**src/cps_regs.vh**
```
`ifndef CPS_REGS_VH
`define CPS_REGS_VH
// ==========================================================
// register byte offsets
`define CPS_OFF_CTRL 12'h000
`define CPS_OFF_STAT 12'h004
`define CPS_OFF_IN 12'h008
`define CPS_OFF_OUT 12'h00c
`define CPS_OFF_PEER 12'h010
// ==========================================================
// ctrl fields
`define CPS_CTRL_START 0
`define CPS_CTRL_STOP 1
`define CPS_CTRL_PREOP 2
`define CPS_CTRL_INPOL_LSB 8
`define CPS_CTRL_OUTPOL_LSB 16
`define CPS_CTRL_RST 32'h00000000
// ==========================================================
// status fields
`define CPS_ST_ID_LSB 0
`define CPS_ST_RATE_LSB 8
`define CPS_ST_PAIR 11
`define CPS_ST_FWUPD 12
`define CPS_ST_BAD 13
`define CPS_ST_NMT_LSB 16
// ==========================================================
// network states
`define CPS_NMT_INIT 2'h0
`define CPS_NMT_PREOP 2'h1
`define CPS_NMT_OPER 2'h2
`define CPS_NMT_STOP 2'h3
// ==========================================================
// limits and timing
`define CPS_ID_MAX 7'h63
`define CPS_CLK_HZ 50000000
`define CPS_BLINK_MS 200
`define CPS_FLASH_MS 1000
`define CPS_BLINK_CYC (`CPS_CLK_HZ / 1000 * `CPS_BLINK_MS)
`define CPS_FLASH_CYC (`CPS_CLK_HZ / 1000 * `CPS_FLASH_MS)
`define CPS_SETTLE 4'hf
`endif

```
**src/cps_switch_pair_io.v**
```verilog
// Implementation choices: register access over AXI4-Lite and the address map.
`timescale 1ns/100ps
`default_nettype none
`include "cps_regs.vh"
module cps_switch_pair_io #(
  parameter BLINK_CYC = `CPS_BLINK_CYC,
  parameter FLASH_CYC = `CPS_FLASH_CYC
) (
  // clock and reset
  input wire clk_sys,
  input wire arst_n,
  // rotary switches
  input wire [3:0] swTens,
  input wire [3:0] swUnits,
  input wire [3:0] swRate,
  // channels
  input wire [7:0] inputChannel,
  output reg [7:0] outputChannel,
  // peer link from the can controller
  input wire [7:0] peerInputs,
  output reg [7:0] localInputs,
  // decoded configuration
  output reg [6:0] stationNumber,
  output reg [2:0] bitRateSel,
  output reg [9:0] bitRateKbps,
  output reg pairMode,
  output reg fwUpdate,
  output reg netEnable,
  output reg runLed,
  // axi4-lite slave
  input wire [11:0] s_axi_awaddr,
  input wire s_axi_awvalid,
  output wire s_axi_awready,
  input wire [31:0] s_axi_wdata,
  input wire [3:0] s_axi_wstrb,
  input wire s_axi_wvalid,
  output wire s_axi_wready,
  output reg [1:0] s_axi_bresp,
  output reg s_axi_bvalid,
  input wire s_axi_bready,
  input wire [11:0] s_axi_araddr,
  input wire s_axi_arvalid,
  output wire s_axi_arready,
  output reg [31:0] s_axi_rdata,
  output reg [1:0] s_axi_rresp,
  output reg s_axi_rvalid,
  input wire s_axi_rready
);
  // ========================================================
  // helpers
  function [9:0] rateKbps;
    input [2:0] sel;
    begin
      case (sel)
        3'h0: rateKbps = 10'h00a;
        3'h1: rateKbps = 10'h014;
        3'h2: rateKbps = 10'h032;
        3'h3: rateKbps = 10'h07d;
        3'h4: rateKbps = 10'h0fa;
        3'h5: rateKbps = 10'h1f4;
        3'h6: rateKbps = 10'h320;
        default: rateKbps = 10'h3e8;
      endcase
    end
  endfunction
  // ========================================================
  // synchronisers for all pin inputs
  reg [11:0] swMeta_r, swSync_r;
  reg [7:0] inMeta_r, inSync_r;
  always @(posedge clk_sys or negedge arst_n) begin
    if (!arst_n) begin
      swMeta_r <= 12'h000;
      swSync_r <= 12'h000;
      inMeta_r <= 8'h00;
      inSync_r <= 8'h00;
    end else begin
      swMeta_r <= {swTens, swUnits, swRate};
      swSync_r <= swMeta_r;
      inMeta_r <= inputChannel;
      inSync_r <= inMeta_r;
    end
  end
  // ========================================================
  // one-shot capture of switches after reset settles
  reg [3:0] settle_r;
  reg captured_r;
  wire [3:0] tSync = swSync_r[11:8];
  wire [3:0] uSync = swSync_r[7:4];
  wire [3:0] rSync = swSync_r[3:0];
  // multiply by ten as 8x+2x, kept to 7 bits
  wire [6:0] idCalc = {tSync[3:0], 3'h0} + {2'h0, tSync, 1'h0}
                      + {3'h0, uSync};
  wire digitBad = (tSync > 4'h9) || (uSync > 4'h9);
  reg badSw_r;
  always @(posedge clk_sys or negedge arst_n) begin
    if (!arst_n) begin
      settle_r <= 4'h0;
      captured_r <= 1'b0;
      stationNumber <= 7'h00;
      bitRateSel <= 3'h0;
      bitRateKbps <= 10'h000;
      pairMode <= 1'b0;
      fwUpdate <= 1'b0;
      badSw_r <= 1'b0;
    end else if (!captured_r) begin
      // wait for synchroniser to fill before the single capture
      if (settle_r != `CPS_SETTLE) begin
        settle_r <= settle_r + 4'h1;
      end else begin
        captured_r <= 1'b1;
        stationNumber <= idCalc;
        bitRateSel <= rSync[2:0];
        bitRateKbps <= rateKbps(rSync[2:0]);
        pairMode <= rSync[3];
        fwUpdate <= !digitBad && (idCalc == 7'h00);
        badSw_r <= digitBad || (idCalc > `CPS_ID_MAX);
      end
    end
  end
  // ========================================================
  // bus-visible control
  reg [31:0] ctrl_r;
  reg cmdStart_r, cmdStop_r, cmdPreop_r;
  // ========================================================
  // network state machine
  reg [1:0] nmt_r, nmt_nxt;
  always @* begin
    nmt_nxt = nmt_r;
    case (nmt_r)
      `CPS_NMT_INIT: begin
        if (captured_r && !badSw_r && !fwUpdate)
          nmt_nxt = pairMode ? `CPS_NMT_OPER : `CPS_NMT_PREOP;
      end
      `CPS_NMT_PREOP, `CPS_NMT_OPER, `CPS_NMT_STOP: begin
        if (cmdStop_r)
          nmt_nxt = `CPS_NMT_STOP;
        else if (cmdStart_r)
          nmt_nxt = `CPS_NMT_OPER;
        else if (cmdPreop_r)
          nmt_nxt = `CPS_NMT_PREOP;
      end
      default: nmt_nxt = `CPS_NMT_INIT;
    endcase
  end
  always @(posedge clk_sys or negedge arst_n) begin
    if (!arst_n)
      nmt_r <= `CPS_NMT_INIT;
    else
      nmt_r <= nmt_nxt;
  end
  // ========================================================
  // channel data paths with polarity; peer inputs mirror in pair mode
  reg [7:0] hostOut_r;
  wire [7:0] inPol = ctrl_r[`CPS_CTRL_INPOL_LSB +: 8];
  wire [7:0] outPol = ctrl_r[`CPS_CTRL_OUTPOL_LSB +: 8];
  wire [7:0] logicOut = pairMode ? peerInputs : hostOut_r;
  always @(posedge clk_sys or negedge arst_n) begin
    if (!arst_n) begin
      localInputs <= 8'h00;
      outputChannel <= 8'h00;
      netEnable <= 1'b0;
    end else begin
      localInputs <= inSync_r ^ inPol;
      // outputs held off unless operational
      outputChannel <= (nmt_r == `CPS_NMT_OPER) ?
                       (logicOut ^ outPol) : 8'h00;
      netEnable <= (nmt_r != `CPS_NMT_INIT);
    end
  end
  // ========================================================
  // run indicator timing
  reg [31:0] blinkCnt_r, flashCnt_r;
  reg blink_r, flash_r;
  always @(posedge clk_sys or negedge arst_n) begin
    if (!arst_n) begin
      blinkCnt_r <= 32'h0;
      flashCnt_r <= 32'h0;
      blink_r <= 1'b0;
      flash_r <= 1'b0;
      runLed <= 1'b0;
    end else begin
      blinkCnt_r <= (blinkCnt_r >= BLINK_CYC - 1) ? 32'h0 :
                    blinkCnt_r + 32'h1;
      if (blinkCnt_r >= BLINK_CYC - 1)
        blink_r <= !blink_r;
      flashCnt_r <= (flashCnt_r >= FLASH_CYC - 1) ? 32'h0 :
                    flashCnt_r + 32'h1;
      // single flash: on for one blink period per flash cycle
      flash_r <= (flashCnt_r < BLINK_CYC);
      case (nmt_r)
        `CPS_NMT_STOP: runLed <= flash_r;
        `CPS_NMT_PREOP: runLed <= blink_r;
        `CPS_NMT_OPER: runLed <= 1'b1;
        default: runLed <= 1'b0;
      endcase
    end
  end
  // ========================================================
  // axi4-lite write: take both, answer one cycle later
  reg awHave_r, wHave_r;
  reg [11:0] awAddr_r;
  reg [31:0] wData_r;
  reg [3:0] wStrb_r;
  assign s_axi_awready = !awHave_r && !s_axi_bvalid;
  assign s_axi_wready = !wHave_r && !s_axi_bvalid;
  integer i;
  always @(posedge clk_sys or negedge arst_n) begin
    if (!arst_n) begin
      awHave_r <= 1'b0;
      wHave_r <= 1'b0;
      awAddr_r <= 12'h000;
      wData_r <= 32'h0;
      wStrb_r <= 4'h0;
      s_axi_bvalid <= 1'b0;
      s_axi_bresp <= 2'h0;
      ctrl_r <= `CPS_CTRL_RST;
      hostOut_r <= 8'h00;
      cmdStart_r <= 1'b0;
      cmdStop_r <= 1'b0;
      cmdPreop_r <= 1'b0;
    end else begin
      cmdStart_r <= 1'b0;
      cmdStop_r <= 1'b0;
      cmdPreop_r <= 1'b0;
      if (s_axi_awvalid && s_axi_awready) begin
        awHave_r <= 1'b1;
        awAddr_r <= s_axi_awaddr;
      end
      if (s_axi_wvalid && s_axi_wready) begin
        wHave_r <= 1'b1;
        wData_r <= s_axi_wdata;
        wStrb_r <= s_axi_wstrb;
      end
      if (awHave_r && wHave_r) begin
        awHave_r <= 1'b0;
        wHave_r <= 1'b0;
        s_axi_bvalid <= 1'b1;
        s_axi_bresp <= 2'h0;
        case (awAddr_r >> 2)
          `CPS_OFF_CTRL >> 2: begin
            for (i = 0; i < 4; i = i + 1)
              if (wStrb_r[i])
                ctrl_r[i*8 +: 8] <= wData_r[i*8 +: 8];
            // command bits act once and are not stored
            if (wStrb_r[0]) begin
              cmdStart_r <= wData_r[`CPS_CTRL_START];
              cmdStop_r <= wData_r[`CPS_CTRL_STOP];
              cmdPreop_r <= wData_r[`CPS_CTRL_PREOP];
              ctrl_r[2:0] <= 3'h0;
            end
          end
          `CPS_OFF_OUT >> 2: begin
            if (wStrb_r[0])
              hostOut_r <= wData_r[7:0];
          end
          `CPS_OFF_STAT >> 2, `CPS_OFF_IN >> 2, `CPS_OFF_PEER >> 2: ;
          default: s_axi_bresp <= 2'h2;
        endcase
      end else if (s_axi_bvalid && s_axi_bready) begin
        s_axi_bvalid <= 1'b0;
      end
    end
  end
  // ========================================================
  // axi4-lite read: data one cycle after address taken
  assign s_axi_arready = !s_axi_rvalid;
  always @(posedge clk_sys or negedge arst_n) begin
    if (!arst_n) begin
      s_axi_rvalid <= 1'b0;
      s_axi_rdata <= 32'h0;
      s_axi_rresp <= 2'h0;
    end else if (s_axi_arvalid && s_axi_arready) begin
      s_axi_rvalid <= 1'b1;
      s_axi_rresp <= 2'h0;
      case (s_axi_araddr >> 2)
        `CPS_OFF_CTRL >> 2: s_axi_rdata <= ctrl_r;
        `CPS_OFF_STAT >> 2: s_axi_rdata <= {14'h0, nmt_r, 2'h0,
          badSw_r, fwUpdate, pairMode, bitRateSel, 1'b0, stationNumber};
        `CPS_OFF_IN >> 2: s_axi_rdata <= {24'h0, localInputs};
        `CPS_OFF_OUT >> 2: s_axi_rdata <= {24'h0, hostOut_r};
        `CPS_OFF_PEER >> 2: s_axi_rdata <= {24'h0, peerInputs};
        default: begin
          s_axi_rdata <= 32'h0;
          s_axi_rresp <= 2'h2;
        end
      endcase
    end else if (s_axi_rvalid && s_axi_rready) begin
      s_axi_rvalid <= 1'b0;
    end
  end
endmodule
`default_nettype wire

```
**config.mk**
```make
export PLATFORM = sky130hd
export DESIGN_NAME = cps_switch_pair_io
export DESIGN_NICKNAME = d
export VERILOG_FILES = /design/src/cps_switch_pair_io.v
export VERILOG_INCLUDE_DIRS = /design/src
export SDC_FILE = /design/constraint.sdc
export NUM_CORES = 1
export LEC_CHECK = 0
export ABC_AREA = 0
export BUFFER_PORTS_ARGS = -buffer_cell sky130_fd_sc_hd__buf_2
export CORE_MARGIN = 1
export CORE_UTILIZATION = 38
export CTS_CLUSTER_DIAMETER = 60
export DETAILED_ROUTE_END_ITERATION = 7
export GPL_ROUTABILITY_DRIVEN = 1
export PLACE_DENSITY = 0.63
export SYNTH_ARGS = -nofsm -noshare
export SYNTH_HDL_FRONTEND = slang
export SYNTH_SLANG_ARGS = --single-unit
```
**constraint.sdc**
```tcl
create_clock -name clk_sys -period 4.7 [get_ports clk_sys]
set_clock_uncertainty 0.15 [all_clocks]
set_input_delay 0.94 -clock clk_sys [delete_from_list [all_inputs] [get_ports clk_sys]]
set_output_delay 0.94 -clock clk_sys [all_outputs]
set_load 0.02 [all_outputs]
```
==> impl_metrics.toml <==
[status]
status = "completed"

[worst_setup_path]
slowest_delay_ps = 820
cp_max_fo = 24
cp_top_family = "simple AND/OR/NAND/NOR gates"
critPathArrivalTime_ps = 2890
setup.worst_path.start_class = "register"
path_class = "reg -> reg"
endpoint_kind = "register"
crit_slowest_cell = "a211oi_4"
critPathRequiredTime_ps = 4940
crit_chain = "or3_1 > or4_1 > a211oi_4 > nor3_1"
crit_buf_inv = 0

[synth]
ys_async_sr_fraction_pct = 100.0
ys.flop_type = "dfrtp_1"
yosysWarnings = 0
synth_seq_cells = 278
netlist_instances = 933
synth_cell_types = 66
seq_area_frac_synth_pct = 60.36
avgSynthCellArea_um2 = 12.35
synth_edf_count = 0
syn_area_um2 = 11530

[final_layout]
drive_gt1_share_pct = 29.56
ff_latch_area_um2 = 6957
nFillCells = 2672
diodes = 0
final_common_cell = "dfrtp_1"
fin_nets = 1214
multi_input_area_um2 = 4305
design_area_um2 = 13840
area_delta_synth_final_pct = 20.08
layout_common_cells = "278 x dfrtp_1, 168 x buf_2, 87 x mux2_2"
stdcell_count = 1520

[placement]
dp_hpwl_mm = 18.59
gp_congestion = 0.7855
dp_cells = 1465
dpl_cell_area_um2 = 12790
io_buffers = 169

[power_and_ir_drop]
ir_worst_vdd_v = 0.0002842
p_sw_mw = 1.554
p_total_mw = 6.086
p_per_area_nw_per_um2 = 439.7
power_frac_clock_pct = 40.0
combPwrFrac_pct = 12.6
p_int_mw = 4.531
p_seq_share_pct = 47.5
power_leakage_nw = 6.302
switching_share_pct = 25.54

[floorplan]
num_rows = 63
die_x_um = 176.2
core_um2 = 29720
io_pins = 176
start_util_pct = 38.79
fp.dieArea_um2 = 31030
die_h_um = 176.2

[clock_tree]
cts.htree.levels = 1
cts_buffers = 30
postCtsSetupRepairBufs = 0
root_buffer = "clkbuf_16"
cts_tree = "done"
path_clk_slew_ps = 60
ctsResizeCount = 0
clk_path_buf_depth = 3
hold_buffers = 0
clk_latency_ps = 550
clkSinkCount = 278

[timing]
maxSlewViolCount = 0
post-route-period-util_pct = 56.37
tns_ps = 0
slew-limit-headroom_pct = 27.35
whs_ps = 195.5
setup_violations = 0
period_needed_ps = 2649
finalHoldViolCount = 0
grt_setup_unrepaired = "no"
clock.fmax_mhz = 377.4
tightestPinTransition_ps = 1090

[route]
vias = 7778
viasPerCell = 5.117
firstDrtPassIters = 4
finalWirelength_mm = 26.21
antenna_left = 0
drt-initial-drc-count = 445
wl_per_cell_um = 17.25
drc = 0

[worst_hold_path]
holdCritPathClass = "reg -> reg"

[global_routing]
grt_start_max_net_pins = 100
antenna_found_initial = 0
grt_pass1_vias = 7849
track_usage_pct = 17.36
grt_overflow = 0
grt_pass1_wl_mm = 42.50

[job]
drv_cap = 0
==> final timing paths <==
path / startpoint / to / slack (ps) / cells after the start
setup / recovery: blinkCnt_r[16]$_DFF_PN0_ / blinkCnt_r[7]$_DFF_PN0_ / 2050 / 4
min in group asynchronous: arst_n / ctrl_r[30]$_DFFE_PN0P_ / 240 / 1
max in group asynchronous: arst_n / wData_r[11]$_DFFE_PN0P_ / 3070 / 2
setup reg to reg: blinkCnt_r[16]$_DFF_PN0_ / blinkCnt_r[7]$_DFF_PN0_ / 2050 / 4
hold reg to reg: swMeta_r[8]$_DFF_PN0_ / swSync_r[8]$_DFF_PN0_ / 200 / 0
hold / removal: swMeta_r[8]$_DFF_PN0_ / swSync_r[8]$_DFF_PN0_ / 200 / 0
==> synth_stat cells (all sizes together) (16+ instances only) <==
cell type / number / share of area (%)
xor2: 31 / 2.4
nor3: 29 / 1.3
nand4: 20 / 1.2
nand3: 23 / 1.2
or4: 16 / 1.1
o21ai: 42 / 1.8
mux2i: 16 / 1.4
inv: 29 / 0.94
dfrtp: 278 / 60
mux2: 87 / 8.5
nor2: 31 / 1.0
a22o: 16 / 1.2
clkbuf: 37 / 1.2
nand2: 51 / 1.7
xnor2: 19 / 1.4
a21oi: 29 / 1.3
==> power groups by stage <==
stage | Sequential (mW) | Clock (mW) | Combinational [mW]
after floorplan | 2.92 | 0 | 0.478
after global placement | 2.92 | 0 | 0.759
after detailed placement | 2.94 | 0 | 0.777
after CTS | 2.89 | 2.49 | 0.782
after global routing | 2.93 | 2.60 | 0.849
final | 2.89 | 2.43 | 0.765
==> logic make-up after synthesis <==
| kind of cell | synth area share (%) |
|---|---|
| AO/OA/AOI/OAI | 10.24 |
| other | 0.03253 |
| flip-flops | 60.36 |
| buffers and inverters | 2.822 |
| multiplexers | 9.889 |
| XOR/XNOR | 3.799 |
| AND/OR/NAND/NOR | 11.43 |
| adder cells (fa/ha/maj) | 1.433 |
==> worst reg2reg max path: cells and delay by family (launching register included) <==
| kind | cells | cell delay, ps |
|---|---|---|
| flip-flops | 1 | 450 |
| AND/OR/NAND/NOR | 3 | 1060 |
| AO/OA/AOI/OAI | 1 | 820 |
==> area by class of cell <==
cell class,count,area share [%]
clock inverters,16,1.519
clock buffers,39,6.039
flip-flops and latches,278,50.26
inverters,29,0.7865
well taps,390,3.526
repair buffers,178,6.762
multi-input cells,590,31.11
==> flip-flops by register name (all words and copies together), names as in the netlist, 10 cells and up <==
register and cells:
blinkCnt_r 32, flashCnt_r 32, s_axi_rdata 32, wData_r 32, ctrl_r 29, swMeta_r 12
swSync_r 12, awAddr_r 10, bitRateKbps 10
==> per-layer routing <==
| layer | track usage, % | up-vias | wire (um) |
|---|---|---|---|
| li1 | - | 3709 | - |
| met1 | 23.94 | 3864 | 11930 |
| met2 | 28.10 | 167 | 12340 |
| met3 | 2.907 | 38 | 1329 |
| met4 | 5.036 | 0 | 615 |
| met5 | 0 | - | 0 |
==> through the flow <==
step                      worst slack, ps  util (%)
after global placement               1747     43.06
after detailed placement             1707     43.06
after CTS                            1997     46.57
after global routing                 1815     46.57
after floorplan                      2128         -
final                                2051     46.57
Note: power is estimated with default switching activity, not from simulation.
